<file path="src/shared/ocl_map.svh">
// ocl_map.svh: offsets, field positions, link constants and timing figures
// of the configuration loader and output gate.
// assumes: included by bare name; definitions only.
`ifndef OCL_MAP_SVH
`define OCL_MAP_SVH

// core clock and time base
`define OCL_CLK_MHZ 200
`define OCL_TICK_US 1000

// intervals in milliseconds
`define OCL_POR_MS 25
`define OCL_TMR_STEP_MS 10
`define OCL_WATCH_MS 1000
`define OCL_LINK_TO_MS 28

// byte addresses on the register bus
`define OCL_ADDR_SECOND_CONFIG_REGISTER 8'h00
`define OCL_ADDR_SOFTWARE_CONTROL_REGISTER 8'h04
`define OCL_ADDR_OUTPUT_TIMER_REGISTER 8'h08
`define OCL_ADDR_STATUS 8'h0C
`define OCL_ADDR_PTR_BASE 8'h10
`define OCL_ADDR_OTP_PROG 8'h20
`define OCL_ADDR_LINK 8'h24
`define OCL_ADDR_RAM_BASE 8'h40

// second_config_register fields
`define OCL_CFG_LINK_DIS 0
`define OCL_CFG_INSTANT 1

// otp programming word fields
`define OCL_PROG_BANK_LSB 16
`define OCL_PROG_WORD_LSB 8

// status register fields
`define OCL_ST_OUT_EN 0
`define OCL_ST_STATE_LSB 2
`define OCL_ST_RAM_OK 5
`define OCL_ST_BANK_LSB 8

// pointer register programmed flag
`define OCL_PTR_DONE 7

// single-wire link
`define OCL_INIT_BYTE 8'h55
`define OCL_CMD_RD_BIT 7
`define OCL_LINK_ADR_SOFTWARE_CONTROL_REGISTER 4'h1
`define OCL_LINK_ADR_OUTPUT_TIMER_REGISTER 4'h2

// checksum: all words of a bank, checksum byte included, add to this
`define OCL_CHK_TARGET 8'hFF

`endif

</file>
<file path="src/shared/ocl_pkg.sv">
// ocl_pkg: state types of the configuration loader and output gate.
// assumes: compiled before every design file.
package ocl_pkg;

  typedef enum logic [2:0] {
    ST_POR_WAIT,
    ST_POR_LOAD,
    ST_RUN,
    ST_TIMED,
    ST_WATCH
  } ocl_state_e;

  typedef enum logic [2:0] {
    LK_IDLE,
    LK_MEAS,
    LK_GAP,
    LK_START,
    LK_BITS
  } ocl_link_e;

endpackage

</file>
<file path="src/hw/ocl_timebase.sv">
// ocl_timebase: prescaler that turns the core clock into a millisecond tick.
// assumes: one clock, synchronous active-high reset.
`timescale 1ns/1ps
`default_nettype none
module ocl_timebase #(
  parameter int CYCLES = 200000
) (
  // clock and reset
  input wire logic i_core_clk,
  input wire logic i_sys_rst,
  // tick
  output logic o_tick
);

  localparam int CW = $clog2(CYCLES + 1);

  logic [CW-1:0] pre_cnt;

  always_ff @(posedge i_core_clk)
  begin
    if (i_sys_rst)
    begin
      pre_cnt <= '0;
      o_tick <= 1'b0;
    end
    else if (pre_cnt == CW'(CYCLES - 1))
    begin
      pre_cnt <= '0;
      o_tick <= 1'b1;
    end
    else
    begin
      pre_cnt <= pre_cnt + 1'b1;
      o_tick <= 1'b0;
    end
  end

endmodule
`default_nettype wire

</file>
<file path="src/hw/ocl_loader.sv">
// ocl_loader: power-on configuration loader, one-time-programmable banks,
// single-wire receiver and timed sensor-output gate.
// assumes: Avalon-MM master on the core clock; single-wire pin already
// synchronous to the core clock; i_supply_ok from a supply monitor.
`timescale 1ns/1ps
`default_nettype none
`include "ocl_map.svh"

module ocl_loader import ocl_pkg::*; #(
  parameter int TICK_CYCLES = `OCL_TICK_US * `OCL_CLK_MHZ,
  parameter int WORDS = 8,
  parameter int BAUD_W = 18
) (
  // clock, reset and supply monitor
  input wire logic i_core_clk,
  input wire logic i_sys_rst,
  input wire logic i_supply_ok,
  // Avalon-MM slave
  input wire logic [7:0] i_avs_address,
  input wire logic i_avs_read,
  input wire logic i_avs_write,
  input wire logic [31:0] i_avs_writedata,
  input wire logic [3:0] i_avs_byteenable,
  output logic [31:0] o_avs_readdata,
  output logic o_avs_waitrequest,
  // single-wire pin, open drain
  input wire logic i_single_wire_pin,
  output logic o_single_wire_out,
  output logic o_single_wire_oe,
  // sensor output gate
  output logic o_sensor_output_en
);

  localparam int NBANK = 7;
  localparam int NPTR = 4;
  localparam int WW = $clog2(WORDS);
  localparam logic [9:0] POR_T = 10'(`OCL_POR_MS * 1000 / `OCL_TICK_US);
  localparam logic [9:0] STEP_T = 10'(`OCL_TMR_STEP_MS * 1000 / `OCL_TICK_US);
  localparam logic [9:0] WATCH_T = 10'(`OCL_WATCH_MS * 1000 / `OCL_TICK_US);
  localparam logic [5:0] LINK_TO_T = 6'(`OCL_LINK_TO_MS * 1000 / `OCL_TICK_US);

  logic rst;
  logic tick;
  logic [WORDS-1:0][7:0] ram;
  logic [WORDS-1:0][7:0] otp_mem [NBANK];
  logic [WORDS-1:0] otp_done [NBANK];
  logic [2:0] ptr [NPTR];
  logic [NPTR-1:0] ptr_done;
  logic [2:0] ram_source_select;
  logic [7:0] output_on_timer;
  logic [2:0] active_bank;
  logic [9:0] tcnt;
  ocl_state_e st;

  // supply loss acts as reset on everything but the nonvolatile cells
  assign rst = i_sys_rst | ~i_supply_ok;

  ocl_timebase #(
    .CYCLES(TICK_CYCLES)
  ) u_timebase (
    .i_core_clk(i_core_clk),
    .i_sys_rst(rst),
    .o_tick(tick)
  );

  function automatic logic [7:0] sum8(input logic [WORDS-1:0][7:0] v);
    logic [7:0] s;
    s = 8'h00;
    for (int k = 0; k < WORDS; k++)
      s = s + v[k];
    return s;
  endfunction

  // highest programmed pointer wins since the scan overwrites upward
  function automatic logic [2:0] scan_ptr(input logic [NPTR-1:0] dn, input logic [2:0] p0,
                                          input logic [2:0] p1, input logic [2:0] p2, input logic [2:0] p3);
    logic [2:0] b;
    b = 3'h0;
    if (dn[0] && p0 != 3'h0) b = p0;
    if (dn[1] && p1 != 3'h0) b = p1;
    if (dn[2] && p2 != 3'h0) b = p2;
    if (dn[3] && p3 != 3'h0) b = p3;
    return b;
  endfunction

  // bus
  logic bus_req;
  logic bus_wr_go;
  logic [7:0] wa;
  logic [7:0] wdat;
  assign bus_req = i_avs_read | i_avs_write;
  assign bus_wr_go = i_avs_write & ~o_avs_waitrequest & i_avs_byteenable[0];
  assign wa = i_avs_address;
  assign wdat = i_avs_writedata[7:0];

  // one wait cycle per access; the read word is latched in that cycle
  always_ff @(posedge i_core_clk)
  begin
    if (rst)
      o_avs_waitrequest <= 1'b1;
    else if (bus_req && o_avs_waitrequest)
      o_avs_waitrequest <= 1'b0;
    else
      o_avs_waitrequest <= 1'b1;
  end

  // link receiver state
  ocl_link_e lk_st;
  logic [BAUD_W-1:0] lk_bitlen;
  logic [BAUD_W-1:0] lk_cnt;
  logic [3:0] lk_bit;
  logic [7:0] lk_sh;
  logic [1:0] lk_idx;
  logic [7:0] lk_cmd;
  logic [7:0] lk_last;
  logic [5:0] lk_to;
  logic pin_q;
  logic lk_en;
  logic lk_done;
  logic lk_wr;
  logic activity;

  assign lk_en = ~ram[0][`OCL_CFG_LINK_DIS] & ~o_sensor_output_en;
  assign lk_done = (lk_st == LK_BITS) && (lk_cnt == lk_bitlen - 1'b1) && (lk_bit == 4'd8) && i_single_wire_pin;
  assign lk_wr = lk_done && (lk_idx == 2'd2) && ~lk_cmd[`OCL_CMD_RD_BIT];
  assign activity = (i_single_wire_pin != pin_q) & ~o_sensor_output_en;

  always_ff @(posedge i_core_clk)
  begin
    if (rst)
      pin_q <= 1'b1;
    else
      pin_q <= i_single_wire_pin;
  end

  always_ff @(posedge i_core_clk)
  begin
    if (rst || !lk_en)
    begin
      lk_st <= LK_IDLE;
      lk_bitlen <= '0;
      lk_cnt <= '0;
      lk_bit <= 4'h0;
      lk_sh <= 8'h00;
      lk_idx <= 2'd0;
      lk_cmd <= 8'h00;
      lk_last <= 8'h00;
      lk_to <= 6'd0;
    end
    else
    begin
      if (lk_st == LK_IDLE || lk_done)
        lk_to <= 6'd0;
      else if (tick)
        lk_to <= lk_to + 1'b1;
      if (lk_st != LK_IDLE && tick && lk_to == LINK_TO_T - 1'b1)
        lk_st <= LK_IDLE;
      else
      begin
        case (lk_st)
          LK_IDLE:
          begin
            lk_idx <= 2'd0;
            lk_cnt <= {{(BAUD_W-1){1'b0}}, 1'b1};
            if (!i_single_wire_pin)
              lk_st <= LK_MEAS;
          end
          LK_MEAS:
          begin
            // the start bit of the init byte is exactly one bit period
            if (i_single_wire_pin)
            begin
              lk_bitlen <= lk_cnt;
              lk_cnt <= lk_cnt >> 1;
              lk_bit <= 4'h0;
              lk_st <= LK_BITS;
            end
            else if (&lk_cnt)
              lk_st <= LK_IDLE;
            else
              lk_cnt <= lk_cnt + 1'b1;
          end
          LK_GAP:
          begin
            lk_cnt <= '0;
            if (!i_single_wire_pin)
              lk_st <= LK_START;
          end
          LK_START:
          begin
            if (lk_cnt == (lk_bitlen >> 1))
            begin
              lk_cnt <= '0;
              lk_bit <= 4'h0;
              lk_st <= i_single_wire_pin ? LK_GAP : LK_BITS;
            end
            else
              lk_cnt <= lk_cnt + 1'b1;
          end
          LK_BITS:
          begin
            if (lk_cnt == lk_bitlen - 1'b1)
            begin
              lk_cnt <= '0;
              if (lk_bit != 4'd8)
              begin
                lk_sh <= {i_single_wire_pin, lk_sh[7:1]};
                lk_bit <= lk_bit + 1'b1;
              end
              else if (!i_single_wire_pin)
                lk_st <= LK_IDLE;
              else
              begin
                lk_last <= lk_sh;
                lk_st <= LK_GAP;
                case (lk_idx)
                  2'd0:
                  begin
                    if (lk_sh != `OCL_INIT_BYTE)
                      lk_st <= LK_IDLE;
                    lk_idx <= 2'd1;
                  end
                  2'd1:
                  begin
                    lk_cmd <= lk_sh;
                    lk_idx <= 2'd2;
                  end
                  default:
                    lk_idx <= 2'd3;
                endcase
              end
            end
            else
              lk_cnt <= lk_cnt + 1'b1;
          end
          default:
            lk_st <= LK_IDLE;
        endcase
      end
    end
  end

  // register writes from bus or link
  logic software_control_register_wr;
  logic output_timer_register_wr;
  logic [7:0] wr_val;
  assign software_control_register_wr = (bus_wr_go && wa == `OCL_ADDR_SOFTWARE_CONTROL_REGISTER) || (lk_wr && lk_cmd[3:0] == `OCL_LINK_ADR_SOFTWARE_CONTROL_REGISTER);
  assign output_timer_register_wr = (bus_wr_go && wa == `OCL_ADDR_OUTPUT_TIMER_REGISTER) || (lk_wr && lk_cmd[3:0] == `OCL_LINK_ADR_OUTPUT_TIMER_REGISTER);
  assign wr_val = lk_wr ? lk_sh : wdat;

  always_ff @(posedge i_core_clk)
  begin
    if (rst)
      ram_source_select <= 3'h0;
    else if (software_control_register_wr)
      ram_source_select <= wr_val[2:0];
  end

  // bank selection and checks
  logic [2:0] ptr_bank;
  logic ptr_ok;
  logic ram_ok;
  logic instant;
  logic watch_done;
  logic fsm_load;
  logic swl_load;
  logic load_go;
  logic [2:0] load_idx;

  assign ptr_bank = scan_ptr(ptr_done, ptr[0], ptr[1], ptr[2], ptr[3]);
  assign ptr_ok = (ptr_bank != 3'h0) && (sum8(otp_mem[ptr_bank - 3'h1]) == `OCL_CHK_TARGET);
  assign ram_ok = sum8(ram) == `OCL_CHK_TARGET;
  assign instant = ptr_ok && otp_mem[ptr_bank - 3'h1][0][`OCL_CFG_INSTANT];
  assign watch_done = (st == ST_WATCH) && !output_timer_register_wr && !activity && tick && (tcnt == WATCH_T - 1'b1);
  assign fsm_load = ((st == ST_POR_LOAD) || (watch_done && !ram_ok)) && ptr_ok;
  assign swl_load = software_control_register_wr && (wr_val[2:0] != 3'h0);
  assign load_go = swl_load | fsm_load;
  assign load_idx = swl_load ? wr_val[2:0] - 3'h1 : ptr_bank - 3'h1;

  // working RAM; word 0 is the second_config_register
  for (genvar i = 0; i < WORDS; i++)
  begin : g_ram
    always_ff @(posedge i_core_clk)
    begin
      if (rst)
        ram[i] <= 8'h00;
      else if (load_go)
        ram[i] <= otp_mem[load_idx][i];
      else if (bus_wr_go && (wa == 8'(`OCL_ADDR_RAM_BASE + 4 * i) || (i == 0 && wa == `OCL_ADDR_SECOND_CONFIG_REGISTER)))
        ram[i] <= wdat;
    end
  end

  // nonvolatile cells: cleared only by the system reset, never by supply loss
  logic prog_go;
  logic [2:0] prog_bank;
  logic [WW-1:0] prog_word;
  assign prog_go = i_avs_write && !o_avs_waitrequest && (wa == `OCL_ADDR_OTP_PROG) && (&i_avs_byteenable);
  assign prog_bank = i_avs_writedata[`OCL_PROG_BANK_LSB +: 3];
  assign prog_word = i_avs_writedata[`OCL_PROG_WORD_LSB +: WW];

  for (genvar b = 0; b < NBANK; b++)
  begin : g_otp
    always_ff @(posedge i_core_clk)
    begin
      if (i_sys_rst)
      begin
        otp_mem[b] <= '0;
        otp_done[b] <= '0;
      end
      else if (prog_go && prog_bank == 3'(b) && !otp_done[b][prog_word])
      begin
        otp_mem[b][prog_word] <= wdat;
        otp_done[b][prog_word] <= 1'b1;
      end
    end
  end

  for (genvar n = 0; n < NPTR; n++)
  begin : g_ptr
    always_ff @(posedge i_core_clk)
    begin
      if (i_sys_rst)
      begin
        ptr[n] <= 3'h0;
        ptr_done[n] <= 1'b0;
      end
      else if (bus_wr_go && wa == 8'(`OCL_ADDR_PTR_BASE + 4 * n) && !ptr_done[n]
               && (n == 0 || ptr_done[(n == 0) ? 0 : n - 1]) && wdat[2:0] != 3'h0)
      begin
        ptr[n] <= wdat[2:0];
        ptr_done[n] <= 1'b1;
      end
    end
  end

  // power-on sequence and output gate
  always_ff @(posedge i_core_clk)
  begin
    if (rst)
    begin
      st <= ST_POR_WAIT;
      o_sensor_output_en <= 1'b0;
      output_on_timer <= 8'h00;
      tcnt <= 10'd0;
      active_bank <= 3'h0;
    end
    else
    begin
      if (swl_load)
        active_bank <= wr_val[2:0];
      if (output_timer_register_wr && st != ST_POR_WAIT && st != ST_POR_LOAD)
      begin
        tcnt <= 10'd0;
        output_on_timer <= wr_val;
        if (wr_val != 8'h00)
        begin
          o_sensor_output_en <= 1'b1;
          st <= ST_TIMED;
        end
        else if (st == ST_TIMED)
        begin
          o_sensor_output_en <= 1'b0;
          st <= ST_WATCH;
        end
      end
      else
      begin
        case (st)
          ST_POR_WAIT:
          begin
            if (instant || (tick && tcnt == POR_T - 1'b1))
            begin
              tcnt <= 10'd0;
              st <= ST_POR_LOAD;
            end
            else if (tick)
              tcnt <= tcnt + 1'b1;
          end
          ST_POR_LOAD:
          begin
            o_sensor_output_en <= ptr_ok;
            if (!swl_load)
              active_bank <= ptr_ok ? ptr_bank : 3'h0;
            st <= ST_RUN;
          end
          ST_RUN:
            tcnt <= 10'd0;
          ST_TIMED:
          begin
            if (tick && tcnt == STEP_T - 1'b1)
            begin
              tcnt <= 10'd0;
              if (output_on_timer == 8'h01)
              begin
                o_sensor_output_en <= 1'b0;
                st <= ST_WATCH;
              end
              output_on_timer <= output_on_timer - 8'h01;
            end
            else if (tick)
              tcnt <= tcnt + 1'b1;
          end
          ST_WATCH:
          begin
            if (activity)
              tcnt <= 10'd0;
            else if (watch_done)
            begin
              tcnt <= 10'd0;
              st <= ST_RUN;
              o_sensor_output_en <= ram_ok | ptr_ok;
              if (!ram_ok && ptr_ok && !swl_load)
                active_bank <= ptr_bank;
            end
            else if (tick)
              tcnt <= tcnt + 1'b1;
          end
          default:
            st <= ST_POR_WAIT;
        endcase
      end
    end
  end

  // the receiver never answers, so the pin is never pulled low
  always_ff @(posedge i_core_clk)
  begin
    o_single_wire_out <= 1'b0;
    o_single_wire_oe <= 1'b0;
  end

  // read data, latched in the wait cycle so it stands at the accept edge
  always_ff @(posedge i_core_clk)
  begin
    if (rst)
      o_avs_readdata <= 32'h0000_0000;
    else if (i_avs_read && o_avs_waitrequest)
    begin
      o_avs_readdata <= 32'h0000_0000;
      case (wa)
        `OCL_ADDR_SECOND_CONFIG_REGISTER: o_avs_readdata[7:0] <= ram[0];
        `OCL_ADDR_SOFTWARE_CONTROL_REGISTER: o_avs_readdata[2:0] <= ram_source_select;
        `OCL_ADDR_OUTPUT_TIMER_REGISTER: o_avs_readdata[7:0] <= output_on_timer;
        `OCL_ADDR_STATUS:
        begin
          o_avs_readdata[`OCL_ST_OUT_EN] <= o_sensor_output_en;
          o_avs_readdata[`OCL_ST_STATE_LSB +: 3] <= st;
          o_avs_readdata[`OCL_ST_RAM_OK] <= ram_ok;
          o_avs_readdata[`OCL_ST_BANK_LSB +: 3] <= active_bank;
        end
        `OCL_ADDR_LINK: o_avs_readdata[7:0] <= lk_last;
        default:
        begin
          for (int n = 0; n < NPTR; n++)
            if (wa == 8'(`OCL_ADDR_PTR_BASE + 4 * n))
              o_avs_readdata[7:0] <= {ptr_done[n], 4'h0, ptr[n]};
          for (int i = 0; i < WORDS; i++)
            if (wa == 8'(`OCL_ADDR_RAM_BASE + 4 * i))
              o_avs_readdata[7:0] <= ram[i];
        end
      endcase
    end
  end

endmodule
`default_nettype wire

</file>
<file path="config.mk">
export PLATFORM = sky130hd
export DESIGN_NAME = ocl_loader
export DESIGN_NICKNAME = d
export VERILOG_FILES = /design/src/shared/ocl_pkg.sv /design/src/hw/ocl_timebase.sv /design/src/hw/ocl_loader.sv
export VERILOG_INCLUDE_DIRS = /design/src /design/src/shared
export SDC_FILE = /design/constraint.sdc
export NUM_CORES = 2
export LEC_CHECK = 0
export ABC_AREA = 0
export BUFFER_PORTS_ARGS = -buffer_cell sky130_fd_sc_hd__buf_2
export CAP_MARGIN = 20
export CORE_UTILIZATION = 35
export CTS_BUF_LIST = sky130_fd_sc_hd__clkbuf_8
export DETAILED_ROUTE_END_ITERATION = 12
export PLACE_DENSITY = 0.61
export SETUP_SLACK_MARGIN = 0.15
export SYNTH_ARGS = -nofsm -noshare
export SYNTH_HDL_FRONTEND = slang
export SYNTH_HIERARCHICAL = 1
export SYNTH_SLANG_ARGS = --single-unit
</file>
<file path="constraint.sdc">
create_clock -name i_core_clk -period 11.7 [get_ports i_core_clk]
set_input_delay 1.755 -clock i_core_clk [delete_from_list [all_inputs] [get_ports i_core_clk]]
set_output_delay 1.755 -clock i_core_clk [all_outputs]
set_load 0.005 [all_outputs]
</file>
==> reports/metrics.cfg <==
[run_status]
outcome=complete, but fails checks
violations=DRC

[timing]
finalSetupViolations=0
period_minus_slack_ns=9.36
tns_ns=0
hold_violations=0
skew_ns=0.0841
min_period_over_period_pct=80.0
drv_slew=0
tightest_slew_ns=1.17
fmax_mhz=107
max-slew-margin-rel_pct=21.7
rsz0062_at_grt=no

[pwr]
p_total_w=0.00548
vdd_drop_max_v=0.0000832
leakage_nw=16.6
power.density_nw_per_um2=122

[setup_path]
worst-path-max-fanout=90
cp_data_required_time_ns=12.41
cp_common_cell=fa_1
max_stage_delay_ns=0.74
cp_top_family=compound AO/OA/AOI/OAI gates
end_kind=register
startpoint_type=register
critPathKind=reg2reg
crit_arrival_ns=10.06
startpoint=ptr[2][1]
cp_slowest_cell=buf_4
r2r_setup_slack_ns=2.34
cp.buffers_inverters=3
rr_startpoint=ptr[2][1]

[floorplanning]
io_pins=86
start_util_pct=35.3
die_w_um=344
core-area_um2=116000
fp.dieH_um=344
dieArea_um2=119000
fp-row-count=125

[final_layout]
final_common_cell=nand2_1
drive_above_1_share_pct=10.4
nets=4314
fill_cells=11300
final_cell_mix=nand2_1, edfxtp_1, and2_1, nor2_1, dfxtp_1
multi_input_area_um2=19900
seq_area_um2=19400
synthToLayoutAreaGrowth_pct=9.71

[detailed_routing]
drt-initial-drc-count=3955
ant_nets=0
avgViaCountPerCell=5.70
vias=32900
drt_wl_total_um=136000
drt-pass1-iter-count=12
drc=3
post_drt_wl_per_cell_um=23.5

[yosys]
netlist-cell-type-count=94
synth_edf_count=508
synthFlopType=edfxtp_1
synth-seq-cells=716
ys_warn_count=6
avgSynthCellArea_um2=9.76
synthArstFlopShare_pct=0
syn_area_um2=41000
seq_area_frac_synth_pct=47.3
synthCells=4202

[grt]
grt_max_degree=134
grt_pass1_wl_um=200000
grt_pass1_vias=31100
grt_usage_pct=22.6
grt-ovfl-total=0
antenna_found_initial=12

[run]
drv_cap=0

[worst_hold_path]
hp-start=o_avs_readdata[8]
hold_path.class=reg2reg

[clock_tree]
clk_pin_slew_ns=0.06
numCtsBuffers=121
hold_buffers=0
h-tree-depth=3
post-cts-setup-buffers=0
cts-root-buf=clkbuf_8
cts_tree=yes
clockBufferDepth=3
clkLatencyLatePin_ns=0.82
post_cts_resized=0
cts_sinks=716

[placement]
gp_congestion=0.896
place_hpwl_um=89400
port_buffers=44

## cells in the mapped netlist, types with 11 or more instances
cell type    n  area share [%]
inv_1      101            0.92
and3_1      74             1.1
nand4_1     27            0.41
nor3_1      85             1.0
fa_1        78             3.8
or3_1       21            0.32
xor2_1      43            0.92
a21oi_1    142             1.7
a22oi_1     33            0.60
nor2_1     265             2.4
buf_2       39            0.48
o2111ai_1   64             1.4
a32oi_1     64             1.4
a221oi_1    19            0.41
nor2b_1     19            0.29
nand2b_1    16            0.24
nand3_1    104             1.3
and2_1     479             7.3
dfxtp_1    208              10
o21ai_0    111             1.4
edfxtp_1   508              37
nand2_1    675             6.2
mux2i_1    186             4.5
a31oi_1     67             1.0
nor4_1      23            0.35
clkbuf_1   239             2.2
a211oi_1    18            0.33
o31ai_1     11            0.20
mux2_2      69             1.9
o22ai_1     58            0.88
buf_4       28            0.51
a21o_1      16            0.29
xnor2_1     70             1.5
buf_1       27            0.25
ha_1        29            0.88
## path summary, 6_finish.rpt
check | to | cells after the start
setup / recovery | ram[24] | 26
hold / removal | o_avs_readdata[8] | 2
setup reg to reg | ram[24] | 26
hold reg to reg | o_avs_readdata[8] | 2
## tightest hold or removal path: cells and delay by family (launching register included)
kind / cells / cell delay (ns)
AO/OA/AOI/OAI: 1 / 0.05
flip-flops: 1 / 0.30
AND/OR/NAND/NOR: 1 / 0.05
## report_power, final
| group | internal (W) | switching, W | total (W) |
|---|---|---|---|
| clock | 0.00112 | 0.00110 | 0.00222 |
| combinational | 0.000152 | 0.000306 | 0.000458 |
| sequential | 0.00277 | 0.0000388 | 0.00281 |
## state kept, by name, indices dropped and copies added, names as in the netlist, 10 cells and up
name,flops
lk_cnt,18
u_timebase/pre_cnt,18
o_avs_readdata,11
ptr,12
otp_mem,448
lk_bitlen,18
ram,64
tcnt,10
otp_done,56
## metrics by stage
step / worst slack [ns] / area (um^2) / std cells / util [%] / hold slack, ns
finish: 2.34 / 45000 / 5779 / 38.7 / 0.446
global route: 1.79 / 45000 / 5776 / 38.7 / 0.474
CTS: 2.20 / 45000 / 5771 / 38.7 / 0.451
detailed placement: 2.25 / 42700 / 5556 / 36.7 / 0.444
global placement: 2.28 / 42600 / 5555 / 36.7 / 0.428
floorplan: 4.54 / 41100 / 4224 / - / 0.430
## cell families after synthesis
group	count (synthesis)	share of synthesized area, %
fa+ha+maj	107	4.69
other cells	1	0.00914
mux	259	6.62
simple gates	1856	22.4
xor+xnor	113	2.41
buf+inv	447	4.80
compound gates	703	11.8
flops	716	47.3
## cell type report
class                   instances  area share, %
flip-flops and latches        716           43.1
clock buffers                 134           4.10
clock inverters                81           1.05
well taps                    1524           4.24
multi-input cells            3061           44.1
inverters                     101          0.842
repair buffers                156           2.49
diodes                          6         0.0334
## per-layer routing
layer | vias up | track usage [%] | routed length [um]
met1 | 16100 | 30.6 | 55800
met4 | 12 | 9.14 | 5580
li1 | 14800 | - | -
met3 | 327 | 5.13 | 14600
met2 | 1705 | 34.7 | 60000
met5 | - | 0 | 85
Note: power is estimated with default switching activity, not from simulation.
